==> src/core/ode_pkg.sv <==
// Constants, register map and carrier types of the output disable unit.
// Assumes a 32-bit APB master and a timer that drives pin values and enables.
package ode_pkg;

   // Fault inputs zero to three and eight, index 4 is input eight
   localparam int NFLT  = 5;
   localparam int ST_W  = 9;
   localparam int CFG_W = 13;
   localparam int AW    = 12;

   // Register byte offsets
   localparam logic [AW-1:0] CFG_OFF    = 12'h000;
   localparam logic [AW-1:0] CH0SEL_OFF = 12'h004;
   localparam logic [AW-1:0] STATUS_OFF = 12'h008;
   localparam logic [AW-1:0] MASK_OFF   = 12'h00C;
   localparam logic [AW-1:0] SWREQ_OFF  = 12'h010;
   localparam logic [AW-1:0] PIN_OFF    = 12'h014;

   // Status, mask and channel-zero select share this layout
   localparam int ST_IN0      = 0;
   localparam int ST_IN8      = 4;
   localparam int ST_CONFLICT = 5;
   localparam int ST_OSC      = 6;
   localparam int ST_SW       = 7;
   localparam int ST_EVT      = 8;

   // Configuration fields
   localparam int CFG_MODE_LSB    = 0;
   localparam int CFG_CONFLICT_EN = 10;
   localparam int CFG_OSC_EN      = 11;
   localparam int CFG_EVT_EN      = 12;

   // Per-input detection modes, two bits each
   localparam logic [1:0] MODE_FALL = 2'h0;
   localparam logic [1:0] MODE_RISE = 2'h1;
   localparam logic [1:0] MODE_LOW  = 2'h2;
   localparam logic [1:0] MODE_OFF  = 2'h3;

   // Other register fields
   localparam int SWREQ_BIT   = 0;
   localparam int PIN_PWM_HIZ = 0;
   localparam int PIN_CH0_HIZ = 1;
   localparam int PIN_LVL_LSB = 4;

   // Reset values
   localparam logic [CFG_W-1:0] CFG_RST    = 13'h03FF;
   localparam logic [ST_W-1:0]  CH0SEL_RST = 9'h040;
   localparam logic [ST_W-1:0]  MASK_RST   = 9'h000;
   localparam logic [ST_W-1:0]  STATUS_RST = 9'h000;

   // Complementary PWM pin order within the pwm vector
   localparam int PWM_3B = 0;
   localparam int PWM_3D = 1;
   localparam int PWM_4A = 2;
   localparam int PWM_4B = 3;
   localparam int PWM_4C = 4;
   localparam int PWM_4D = 5;

   typedef struct packed {
      logic [5:0] pwm;
      logic [3:0] ch0;
   } ode_pins_t;

   localparam ode_pins_t PINS_RST = '0;

   typedef struct packed {
      logic [CFG_W-1:0] cfg;
      logic [ST_W-1:0]  ch0sel;
      logic [ST_W-1:0]  status;
      logic [ST_W-1:0]  mask;
      logic [31:0]      prdata;
      logic             slverr;
      ode_pins_t        pin_out;
      ode_pins_t        pin_oe;
   } ode_state_t;

endpackage

==> src/core/ode_sync_edge.sv <==
// Two-flop synchroniser with registered edge pulses for a vector of levels.
// Inputs may come from any domain; outputs are on pclk.
`timescale 1ns/1ps
module ode_sync_edge #(
   parameter int           W    = 5,
   parameter logic [W-1:0] IDLE = '1
) (
   input  wire logic         pclk,
   input  wire logic         presetn,
   input  wire logic [W-1:0] async_in,
   output logic      [W-1:0] level,
   output logic      [W-1:0] fall,
   output logic      [W-1:0] rise
);

   typedef struct packed {
      logic [W-1:0] meta;
      logic [W-1:0] sync;
      logic [W-1:0] prev;
      logic [W-1:0] fall;
      logic [W-1:0] rise;
   } ode_se_t;

   ode_se_t st;
   ode_se_t next_st;

   always_comb begin
      next_st      = st;
      next_st.meta = async_in;
      // Only the second stage reads the first
      next_st.sync = st.meta;
      next_st.prev = st.sync;
      next_st.fall = st.prev & ~st.sync;
      next_st.rise = ~st.prev & st.sync;
   end

   always_ff @(posedge pclk or negedge presetn) begin
      if (!presetn) begin
         st <= '{meta: IDLE, sync: IDLE, prev: IDLE, fall: '0, rise: '0};
      end else begin
         st <= next_st;
      end
   end

   assign level = st.sync;
   assign fall  = st.fall;
   assign rise  = st.rise;
endmodule

==> src/core/ode_top.sv <==
// Output disable unit: floats PWM and channel-zero timer pins on faults.
// Assumes an APB3 master on pclk and a timer whose pin drive arrives on pclk.
//
// Functional notes
// - Fault input edge or level floats controlled pins
// - Conflicting complementary PWM levels float the pins
// - Oscillation stop floats the controlled pins
// - Software request register floats the pins
// - Event link signal floats the pins
// - Input zero falling edge floats PWM, interrupts
// - Oscillation stop floats channel zero and PWM
// - Sticky clearable flag per input and oscillation
// - Pins stay floated until flags are cleared
//
// The APB register port and the register addresses were chosen for this implementation.
`timescale 1ns/1ps
module ode_top (
   input  wire logic                   pclk,
   input  wire logic                   presetn,
   input  wire logic [ode_pkg::AW-1:0] paddr,
   input  wire logic                   psel,
   input  wire logic                   penable,
   input  wire logic                   pwrite,
   input  wire logic [31:0]            pwdata,
   output logic      [31:0]            prdata,
   output logic                        pready,
   output logic                        pslverr,
   input  wire logic [ode_pkg::NFLT-1:0] fault_input_n,
   input  wire logic                   osc_stop,
   input  wire logic                   event_link_evt,
   input  wire ode_pkg::ode_pins_t     tmr_out,
   input  wire ode_pkg::ode_pins_t     tmr_oe,
   output ode_pkg::ode_pins_t          pin_out,
   output ode_pkg::ode_pins_t          pin_oe,
   output logic                        pwm_hiz,
   output logic                        ch0_hiz,
   output logic                        irq
);

   ode_pkg::ode_state_t st;
   ode_pkg::ode_state_t next_st;

   logic [ode_pkg::NFLT-1:0] flt_lvl;
   logic [ode_pkg::NFLT-1:0] flt_fall;
   logic [ode_pkg::NFLT-1:0] flt_rise;
   logic [ode_pkg::NFLT-1:0] fault_det;
   logic [0:0]               osc_lvl;
   logic                     conflict;
   logic                     wr;
   logic                     setup;
   logic                     mapped;
   logic [ode_pkg::ST_W-1:0] set_ev;
   logic [ode_pkg::ST_W-1:0] clr;
   logic                     pwm_float;
   logic                     ch0_float;

   function automatic logic hit(input logic [ode_pkg::AW-1:0] a, input logic [ode_pkg::AW-1:0] off);
      return a == off;
   endfunction

   function automatic logic fault_hit(input logic [1:0] mode, input logic f, input logic r, input logic lv);
      logic h;
      h = 1'b0;
      case (mode)
         ode_pkg::MODE_FALL: h = f;
         ode_pkg::MODE_RISE: h = r;
         ode_pkg::MODE_LOW:  h = ~lv;
         default:            h = 1'b0;
      endcase
      return h;
   endfunction

   // Fault pins are active low and idle high
   ode_sync_edge #(
      .W    (ode_pkg::NFLT),
      .IDLE ({ode_pkg::NFLT{1'b1}})
   ) u_flt_sync (
      .pclk     (pclk),
      .presetn  (presetn),
      .async_in (fault_input_n),
      .level    (flt_lvl),
      .fall     (flt_fall),
      .rise     (flt_rise)
   );

   // The stop indication comes from the clock generator's own timing
   ode_sync_edge #(
      .W    (1),
      .IDLE (1'b0)
   ) u_osc_sync (
      .pclk     (pclk),
      .presetn  (presetn),
      .async_in (osc_stop),
      .level    (osc_lvl),
      .fall     (),
      .rise     ()
   );

   genvar gi;
   for (gi = 0; gi < ode_pkg::NFLT; gi++) begin : g_det
      assign fault_det[gi] = fault_hit(st.cfg[ode_pkg::CFG_MODE_LSB + 2*gi +: 2],
                                       flt_fall[gi], flt_rise[gi], flt_lvl[gi]);
   end

   // Both halves of a complementary pair driven high at once
   assign conflict = (tmr_oe.pwm[ode_pkg::PWM_3B] & tmr_oe.pwm[ode_pkg::PWM_3D] &
                      tmr_out.pwm[ode_pkg::PWM_3B] & tmr_out.pwm[ode_pkg::PWM_3D]) |
                     (tmr_oe.pwm[ode_pkg::PWM_4A] & tmr_oe.pwm[ode_pkg::PWM_4C] &
                      tmr_out.pwm[ode_pkg::PWM_4A] & tmr_out.pwm[ode_pkg::PWM_4C]) |
                     (tmr_oe.pwm[ode_pkg::PWM_4B] & tmr_oe.pwm[ode_pkg::PWM_4D] &
                      tmr_out.pwm[ode_pkg::PWM_4B] & tmr_out.pwm[ode_pkg::PWM_4D]);

   always_comb begin
      next_st = st;
      wr      = psel & penable & pwrite;
      setup   = psel & ~penable;
      mapped  = hit(paddr, ode_pkg::CFG_OFF) | hit(paddr, ode_pkg::CH0SEL_OFF) |
                hit(paddr, ode_pkg::STATUS_OFF) | hit(paddr, ode_pkg::MASK_OFF) |
                hit(paddr, ode_pkg::SWREQ_OFF) | hit(paddr, ode_pkg::PIN_OFF);

      // Event sources
      set_ev = '0;
      set_ev[ode_pkg::ST_IN8:ode_pkg::ST_IN0] = fault_det;
      set_ev[ode_pkg::ST_CONFLICT] = conflict & st.cfg[ode_pkg::CFG_CONFLICT_EN];
      set_ev[ode_pkg::ST_OSC] = osc_lvl[0] & st.cfg[ode_pkg::CFG_OSC_EN];
      set_ev[ode_pkg::ST_SW] = wr & hit(paddr, ode_pkg::SWREQ_OFF) & pwdata[ode_pkg::SWREQ_BIT];
      set_ev[ode_pkg::ST_EVT] = event_link_evt & st.cfg[ode_pkg::CFG_EVT_EN];

      clr = '0;
      if (wr && hit(paddr, ode_pkg::STATUS_OFF)) begin
         clr = pwdata[ode_pkg::ST_W-1:0];
      end

      // A new event beats a clear in the same cycle
      next_st.status = (st.status & ~clr) | set_ev;

      if (wr && hit(paddr, ode_pkg::CFG_OFF)) begin
         next_st.cfg = pwdata[ode_pkg::CFG_W-1:0];
      end
      if (wr && hit(paddr, ode_pkg::CH0SEL_OFF)) begin
         next_st.ch0sel = pwdata[ode_pkg::ST_W-1:0];
      end
      if (wr && hit(paddr, ode_pkg::MASK_OFF)) begin
         next_st.mask = pwdata[ode_pkg::ST_W-1:0];
      end

      // Read data is captured in the setup cycle so it stands through access
      if (setup) begin
         next_st.slverr = ~mapped;
         next_st.prdata = '0;
         if (hit(paddr, ode_pkg::CFG_OFF)) begin
            next_st.prdata = 32'(st.cfg);
         end else if (hit(paddr, ode_pkg::CH0SEL_OFF)) begin
            next_st.prdata = 32'(st.ch0sel);
         end else if (hit(paddr, ode_pkg::STATUS_OFF)) begin
            next_st.prdata = 32'(st.status);
         end else if (hit(paddr, ode_pkg::MASK_OFF)) begin
            next_st.prdata = 32'(st.mask);
         end else if (hit(paddr, ode_pkg::SWREQ_OFF)) begin
            next_st.prdata = 32'(st.status[ode_pkg::ST_SW]);
         end else if (hit(paddr, ode_pkg::PIN_OFF)) begin
            next_st.prdata[ode_pkg::PIN_PWM_HIZ] = |st.status;
            next_st.prdata[ode_pkg::PIN_CH0_HIZ] = |(st.status & st.ch0sel);
            next_st.prdata[ode_pkg::PIN_LVL_LSB +: ode_pkg::NFLT] = flt_lvl;
         end
      end else if (!psel) begin
         next_st.slverr = 1'b0;
         next_st.prdata = '0;
      end

      // Floating follows the flags of the same edge, so no pin leaks a cycle
      pwm_float = |next_st.status;
      ch0_float = |(next_st.status & next_st.ch0sel);
      next_st.pin_out = tmr_out;
      next_st.pin_oe.pwm = pwm_float ? 6'h00 : tmr_oe.pwm;
      next_st.pin_oe.ch0 = ch0_float ? 4'h0 : tmr_oe.ch0;
   end

   always_ff @(posedge pclk or negedge presetn) begin
      if (!presetn) begin
         st <= '{cfg:     ode_pkg::CFG_RST,
                 ch0sel:  ode_pkg::CH0SEL_RST,
                 status:  ode_pkg::STATUS_RST,
                 mask:    ode_pkg::MASK_RST,
                 prdata:  32'h0000_0000,
                 slverr:  1'b0,
                 pin_out: ode_pkg::PINS_RST,
                 pin_oe:  ode_pkg::PINS_RST};
      end else begin
         st <= next_st;
      end
   end

   // Zero wait states: every access completes in its first access cycle
   assign pready  = 1'b1;
   assign prdata  = st.prdata;
   assign pslverr = st.slverr;
   assign pin_out = st.pin_out;
   assign pin_oe  = st.pin_oe;
   assign pwm_hiz = |st.status;
   assign ch0_hiz = |(st.status & st.ch0sel);
   assign irq     = |(st.status & st.mask);
endmodule

==> config.mk <==
export PLATFORM = sky130hd
export DESIGN_NAME = ode_top
export DESIGN_NICKNAME = d
export VERILOG_FILES = /design/src/core/ode_pkg.sv /design/src/core/ode_sync_edge.sv /design/src/core/ode_top.sv
export SDC_FILE = /design/constraint.sdc
export NUM_CORES = 1
export LEC_CHECK = 0
export ABC_AREA = 0
export ABC_CLOCK_PERIOD_IN_PS = 2200
export BUFFER_PORTS_ARGS = -buffer_cell sky130_fd_sc_hd__buf_2
export CAP_MARGIN = 0
export CORE_AREA = 3 3 99 101
export CTS_BUF_LIST = sky130_fd_sc_hd__clkbuf_4
export CTS_CLUSTER_DIAMETER = 50
export CTS_CLUSTER_SIZE = 14
export DETAILED_ROUTE_END_ITERATION = 10
export DIE_AREA = 0 0 102 104
export GPL_TIMING_DRIVEN = 0
export PLACE_DENSITY_LB_ADDON = 0.15
export SLEW_MARGIN = 5
export SYNTH_ARGS = -nofsm -noshare
export SYNTH_HDL_FRONTEND = slang
export SYNTH_HIERARCHICAL = 1
export SYNTH_SLANG_ARGS = --single-unit
==> constraint.sdc <==
create_clock -name pclk -period 2.2 [get_ports pclk]
set_input_delay 0.44 -clock pclk [delete_from_list [all_inputs] [get_ports pclk]]
set_output_delay 0.44 -clock pclk [all_outputs]
set_load 0.03 [all_outputs]
Word level (Yosys, flattened, before mapping)
Cells that the tools add are included.
{"block": "totals", "reg_bits": 120, "input_bits": 76, "out_inout_bits": 57, "word_cells": 108}
{"block": "op_classes", "eq_ne": 16, "muxes": 19, "n_bitwise": 41, "n_reduce_logical": 15}
{"op": "33-bit 2-to-1 mux", "n": 2}
{"op": "9-bit 2-to-1 mux", "n": 5}
{"op": "9-bit OR reduction", "n": 5}
{"op": "9-bit bitwise AND", "n": 4}
{"op": "12-bit by 4-bit equality test with 1-bit output, second input constant", "n": 2}
{"op": "12-bit by 5-bit equality test with 1-bit output, second input constant", "n": 2}
{"op": "1-bit bitwise AND", "n": 17}
{"op": "1-bit one-hot mux with 3 select lines", "n": 5}
{"op": "13-bit 2-to-1 mux", "n": 1}
{"op": "12-bit by 3-bit equality test with 1-bit output, second input constant", "n": 1}
{"op": "12-bit logical NOT", "n": 1}
{"op": "5-bit bitwise AND", "n": 2}
{"op": "2-bit by 1-bit equality test with 1-bit output, second input constant", "n": 5}
{"op": "2-bit equality test, second input constant", "n": 5}
{"op": "2-bit logical NOT", "n": 5}
{"op": "5-bit 2-to-1 mux", "n": 2}
{"op": "5-bit inverter", "n": 2}
{"op": "9-bit inverter", "n": 1}
{"op": "9-bit OR", "n": 1}
{"op": "1-bit inverter", "n": 7}
{"op": "1-bit OR", "n": 7}
{"op": "6-bit 2-to-1 mux", "n": 1}
{"op": "1-bit logical AND", "n": 4}
{"op": "2-bit 2-to-1 mux", "n": 2}
{"op": "2 further kinds", "n": 2}

Depth between registers and ports, before layout
{"block": "depth", "word_depth": 10, "mapped_depth": 9, "depth_no_buf": 7}

Cells and area by module
The synthesis kept the hierarchy.
{"mod": "ode_top", "n_inst": 1, "cells_each": 375, "area_each_um2": 3950.0, "seq_area_each_um2": 1865.5}
{"mod": "ode_sync_edge at u_flt_sync", "n_inst": 1, "cells_each": 50, "area_each_um2": 844.6, "seq_area_each_um2": 644.4}
{"mod": "ode_sync_edge at u_osc_sync", "n_inst": 1, "cells_each": 7, "area_each_um2": 140.1, "seq_area_each_um2": 125.1}

Worst setup path after synthesis
No wires, ideal clock.
{"block": "synth_path", "kind": "input to register", "start": "in paddr[3] in the netlist's numbering", "end": "reg st (netlist bit pin_oe[0])", "arrival_ns": 2.764, "t_required_ns": 2.128, "slack_ns": -0.635, "path_stages": 7, "cell_sequence": "buf_6 -> or4b_2 -> nor4_4 -> mux2_2 -> a22o_1 -> a2111o_1 -> nor2_1"}
{"item": "start: declaration", "line_no": "ode_top.sv:20", "rtl": "input wire logic [ode_pkg::AW-1:0] paddr,"}
{"item": "end signal: assignment", "line_no": "ode_top.sv:181", "rtl": "st <= '{cfg: ode_pkg::CFG_RST,"}
{"item": "end signal: assignment", "line_no": "ode_top.sv:190", "rtl": "st <= next_st;"}
{"item": "end: declaration", "line_no": "ode_top.sv:40", "rtl": "ode_pkg::ode_state_t st;"}

==> flow_summary.toml <==
[drt]
vias = 3569
drtPass1Iterations = 6
drtIter0Drc = 203
wl_per_cell_um = 16.9
wirelength_mm = 11.5
antenna_left = 0
drc = 0
vias_per_cell = 5.24

[power_and_ir_drop]
comb_power_share_pct = 12.2
power.internal_mw = 2.35
seq_power_share_pct = 59.5
powerDensity_mw_per_mm2 = 534
switching_share_pct = 27.2
p_leak_nw = 2.98
netSwitchingPower_mw = 0.881
ir_drop_mv = 0.387
clkPwrFrac_pct = 28.2

[cts]
cts_root_buffer = "clkbuf_4"
cts_made_buffers = 9
htreeDepth = 3
cts_buffer_depth = 2
cts_tree = "built"
path_clk_slew_ns = 0.15
clk_latency_ns = 0.45
clock-sinks = 101

[floorplan]
initial_core_util_pct = 53.2
die_h_um = 104
die_w_um = 102
io_pins = 133
core_area_mm2 = 0.00911
die-area_mm2 = 0.0106
rows = 35

[synth]
ys.warnings.count = 6
syn-instance-count = 427
syn_avg_cell_area_um2 = 11.3
syn-cell-area_mm2 = 0.00484

[critical_path]
start_kind = "primary input"
critPathArrivalTime_ns = 2.82
cp-end-kind = "flip-flop"
worst_r2r_path_depth = 7
crit_fanout = 6
criticalPathCategory = "in -> reg"
cp.required_ns = 2.58

[job]
maxCapViolations = 0

[placed_design]
dp_hpwl_mm = 8.41
gp_congestion = 0.998
pre_cts_slack_ns = -1.47
port_buffers = 92
place_area_mm2 = 0.00563

[run_status]
violations = "negative setup slack"
status = "complete, but fails checks"

[layout]
nets = 641
seqCellArea_mm2 = 0.00257
drive_gt1_share_pct = 51.9
multi_input_comb_area_mm2 = 0.00186
final_area_mm2 = 0.00605
nFillCells = 745
antenna_cells = 0
areaGrowthSynthToFinish_pct = 24.9

[grt]
grt_pass1_wl_mm = 17.8
grt_pass1_vias = 3340
grt_max_degree = 71
antenna_found_initial = 0
gr-total-overflow = 0
grtUsageTotal_pct = 21.9

[timing]
setup_viol = 11
drv_slew = 0
fin_skew_ns = 0.0250
worst_pin_slew_ns = 0.605
period_share_pct = 111
min_period_ns = 2.45
slew_headroom_pct = 59.6
max_freq_ghz = 0.409
hold_viol = 0
rsz0062_at_grt = "yes"
hold_slack_ns = 0.0681
fin_ws_ns = -0.247

[hold_path]
hold_path_depth = 1
hold_path_class = "in -> reg"
-- power groups by stage --
stage / clock network, mW / registers, mW / logic (mW)
final: 0.912 / 1.93 / 0.396
after global routing: 1.02 / 1.93 / 0.432
after CTS: 0.950 / 1.93 / 0.388
after detailed placement: 0 / 1.96 / 0.380
after global placement: 0 / 1.96 / 0.369
after floorplan: 0 / 1.96 / 0.232
-- path summary, 6_finish.rpt --
kind,from,to,slack (ns)
max reg2reg,st[84],pin_oe[4],0.07
max,paddr[8],pin_oe[3],-0.25
max in group asynchronous,presetn,st[87],1.01
min in group asynchronous,presetn,pin_oe[9],0.44
min reg2reg,u_flt_sync/next_st[16],u_flt_sync/level[1],0.37
min,fault_input_n[2],u_flt_sync/next_st[17],0.07
-- flip-flops by register name (all words and copies together), names as in the netlist --
| signal | cells |
|---|---|
| prdata | 13 |
| u_flt_sync/fall | 5 |
| u_osc_sync/level | 1 |
| u_flt_sync/next_st | 5 |
| u_osc_sync/next_st | 1 |
| st | 40 |
| u_flt_sync/st | 5 |
| u_flt_sync/rise | 5 |
| pin_oe | 10 |
| u_flt_sync/level | 5 |
| pin_out | 10 |
| pslverr | 1 |
-- repair_timing --
| action | 4_1_cts | 5_1_grt |
|---|---|---|
| buffers inserted | 14 | 5 |
| cloned | 0 | 1 |
| hold endpoints to repair | 29 | 0 |
| resized for setup | 14 | 26 |
| pin swaps | 14 | 16 |
| hold buffers | 1 | 0 |
| setup endpoints to repair | 27 | 19 |
-- final cells by class --
type | count | area share, %
Sequential cell | 101 | 42.4
Timing Repair Buffer | 111 | 11.3
Tap cell | 111 | 2.29
Clock buffer | 11 | 1.36
Clock inverter | 5 | 0.744
Multi-Input combinational cell | 243 | 30.8
Inverter | 18 | 1.12
Buffer | 81 | 10.0
-- worst max-delay path, stage by stage --
cell	delay (ns)
buf_6	0.09
or4_4	0.51
or4_4	0.65
a211oi_4	0.33
inv_2	0.07
a22o_1	0.22
a2111o_1	0.39
nor2_1	0.12
-- layout by cell type (no fill, tap or decap), types with 3 or more instances in the layout --
cell type / count
a21oi_1: 14
a22o_1: 3
a22oi_1: 8
a32o_1: 5
and2_1: 6
and2b_2: 10
buf_2: 87
buf_4: 83
buf_6: 7
clkbuf_1: 6
clkbuf_4: 11
conb_1: 20
dfrtp_1: 69
dfrtp_2: 6
dfstp_2: 26
inv_1: 16
mux2_2: 20
mux2_4: 5
mux2i_1: 12
nand2_1: 24
nand3_1: 3
nand4_1: 5
nor2_1: 13
nor2b_1: 12
nor3b_2: 3
nor4_4: 4
o21ai_0: 19
o21ai_1: 7
o22ai_1: 5
or4_4: 4
-- per-layer routing --
layer / wire length [µm] / GRT usage (%)
met5: 0 / 0
met1: 4820 / 30.2
met3: 852 / 4.83
met4: 356 / 7.03
met2: 5460 / 34.3
-- stage by stage --
step           setup TNS (ns)  power, mW  utilization (%)  std cells
6_report                -2.12       3.23             66.4        681
2_1_floorplan           -8.17       2.19                -        445
4_1_cts                 -1.95       3.27             65.2        679
3_5_place_dp           -33.28       2.34             61.8        649
3_3_place_gp           -54.66       2.33             61.5        648
5_1_grt                 -2.27       3.38             66.4        681
No activity file was read; power rests on OpenSTA's default activity.
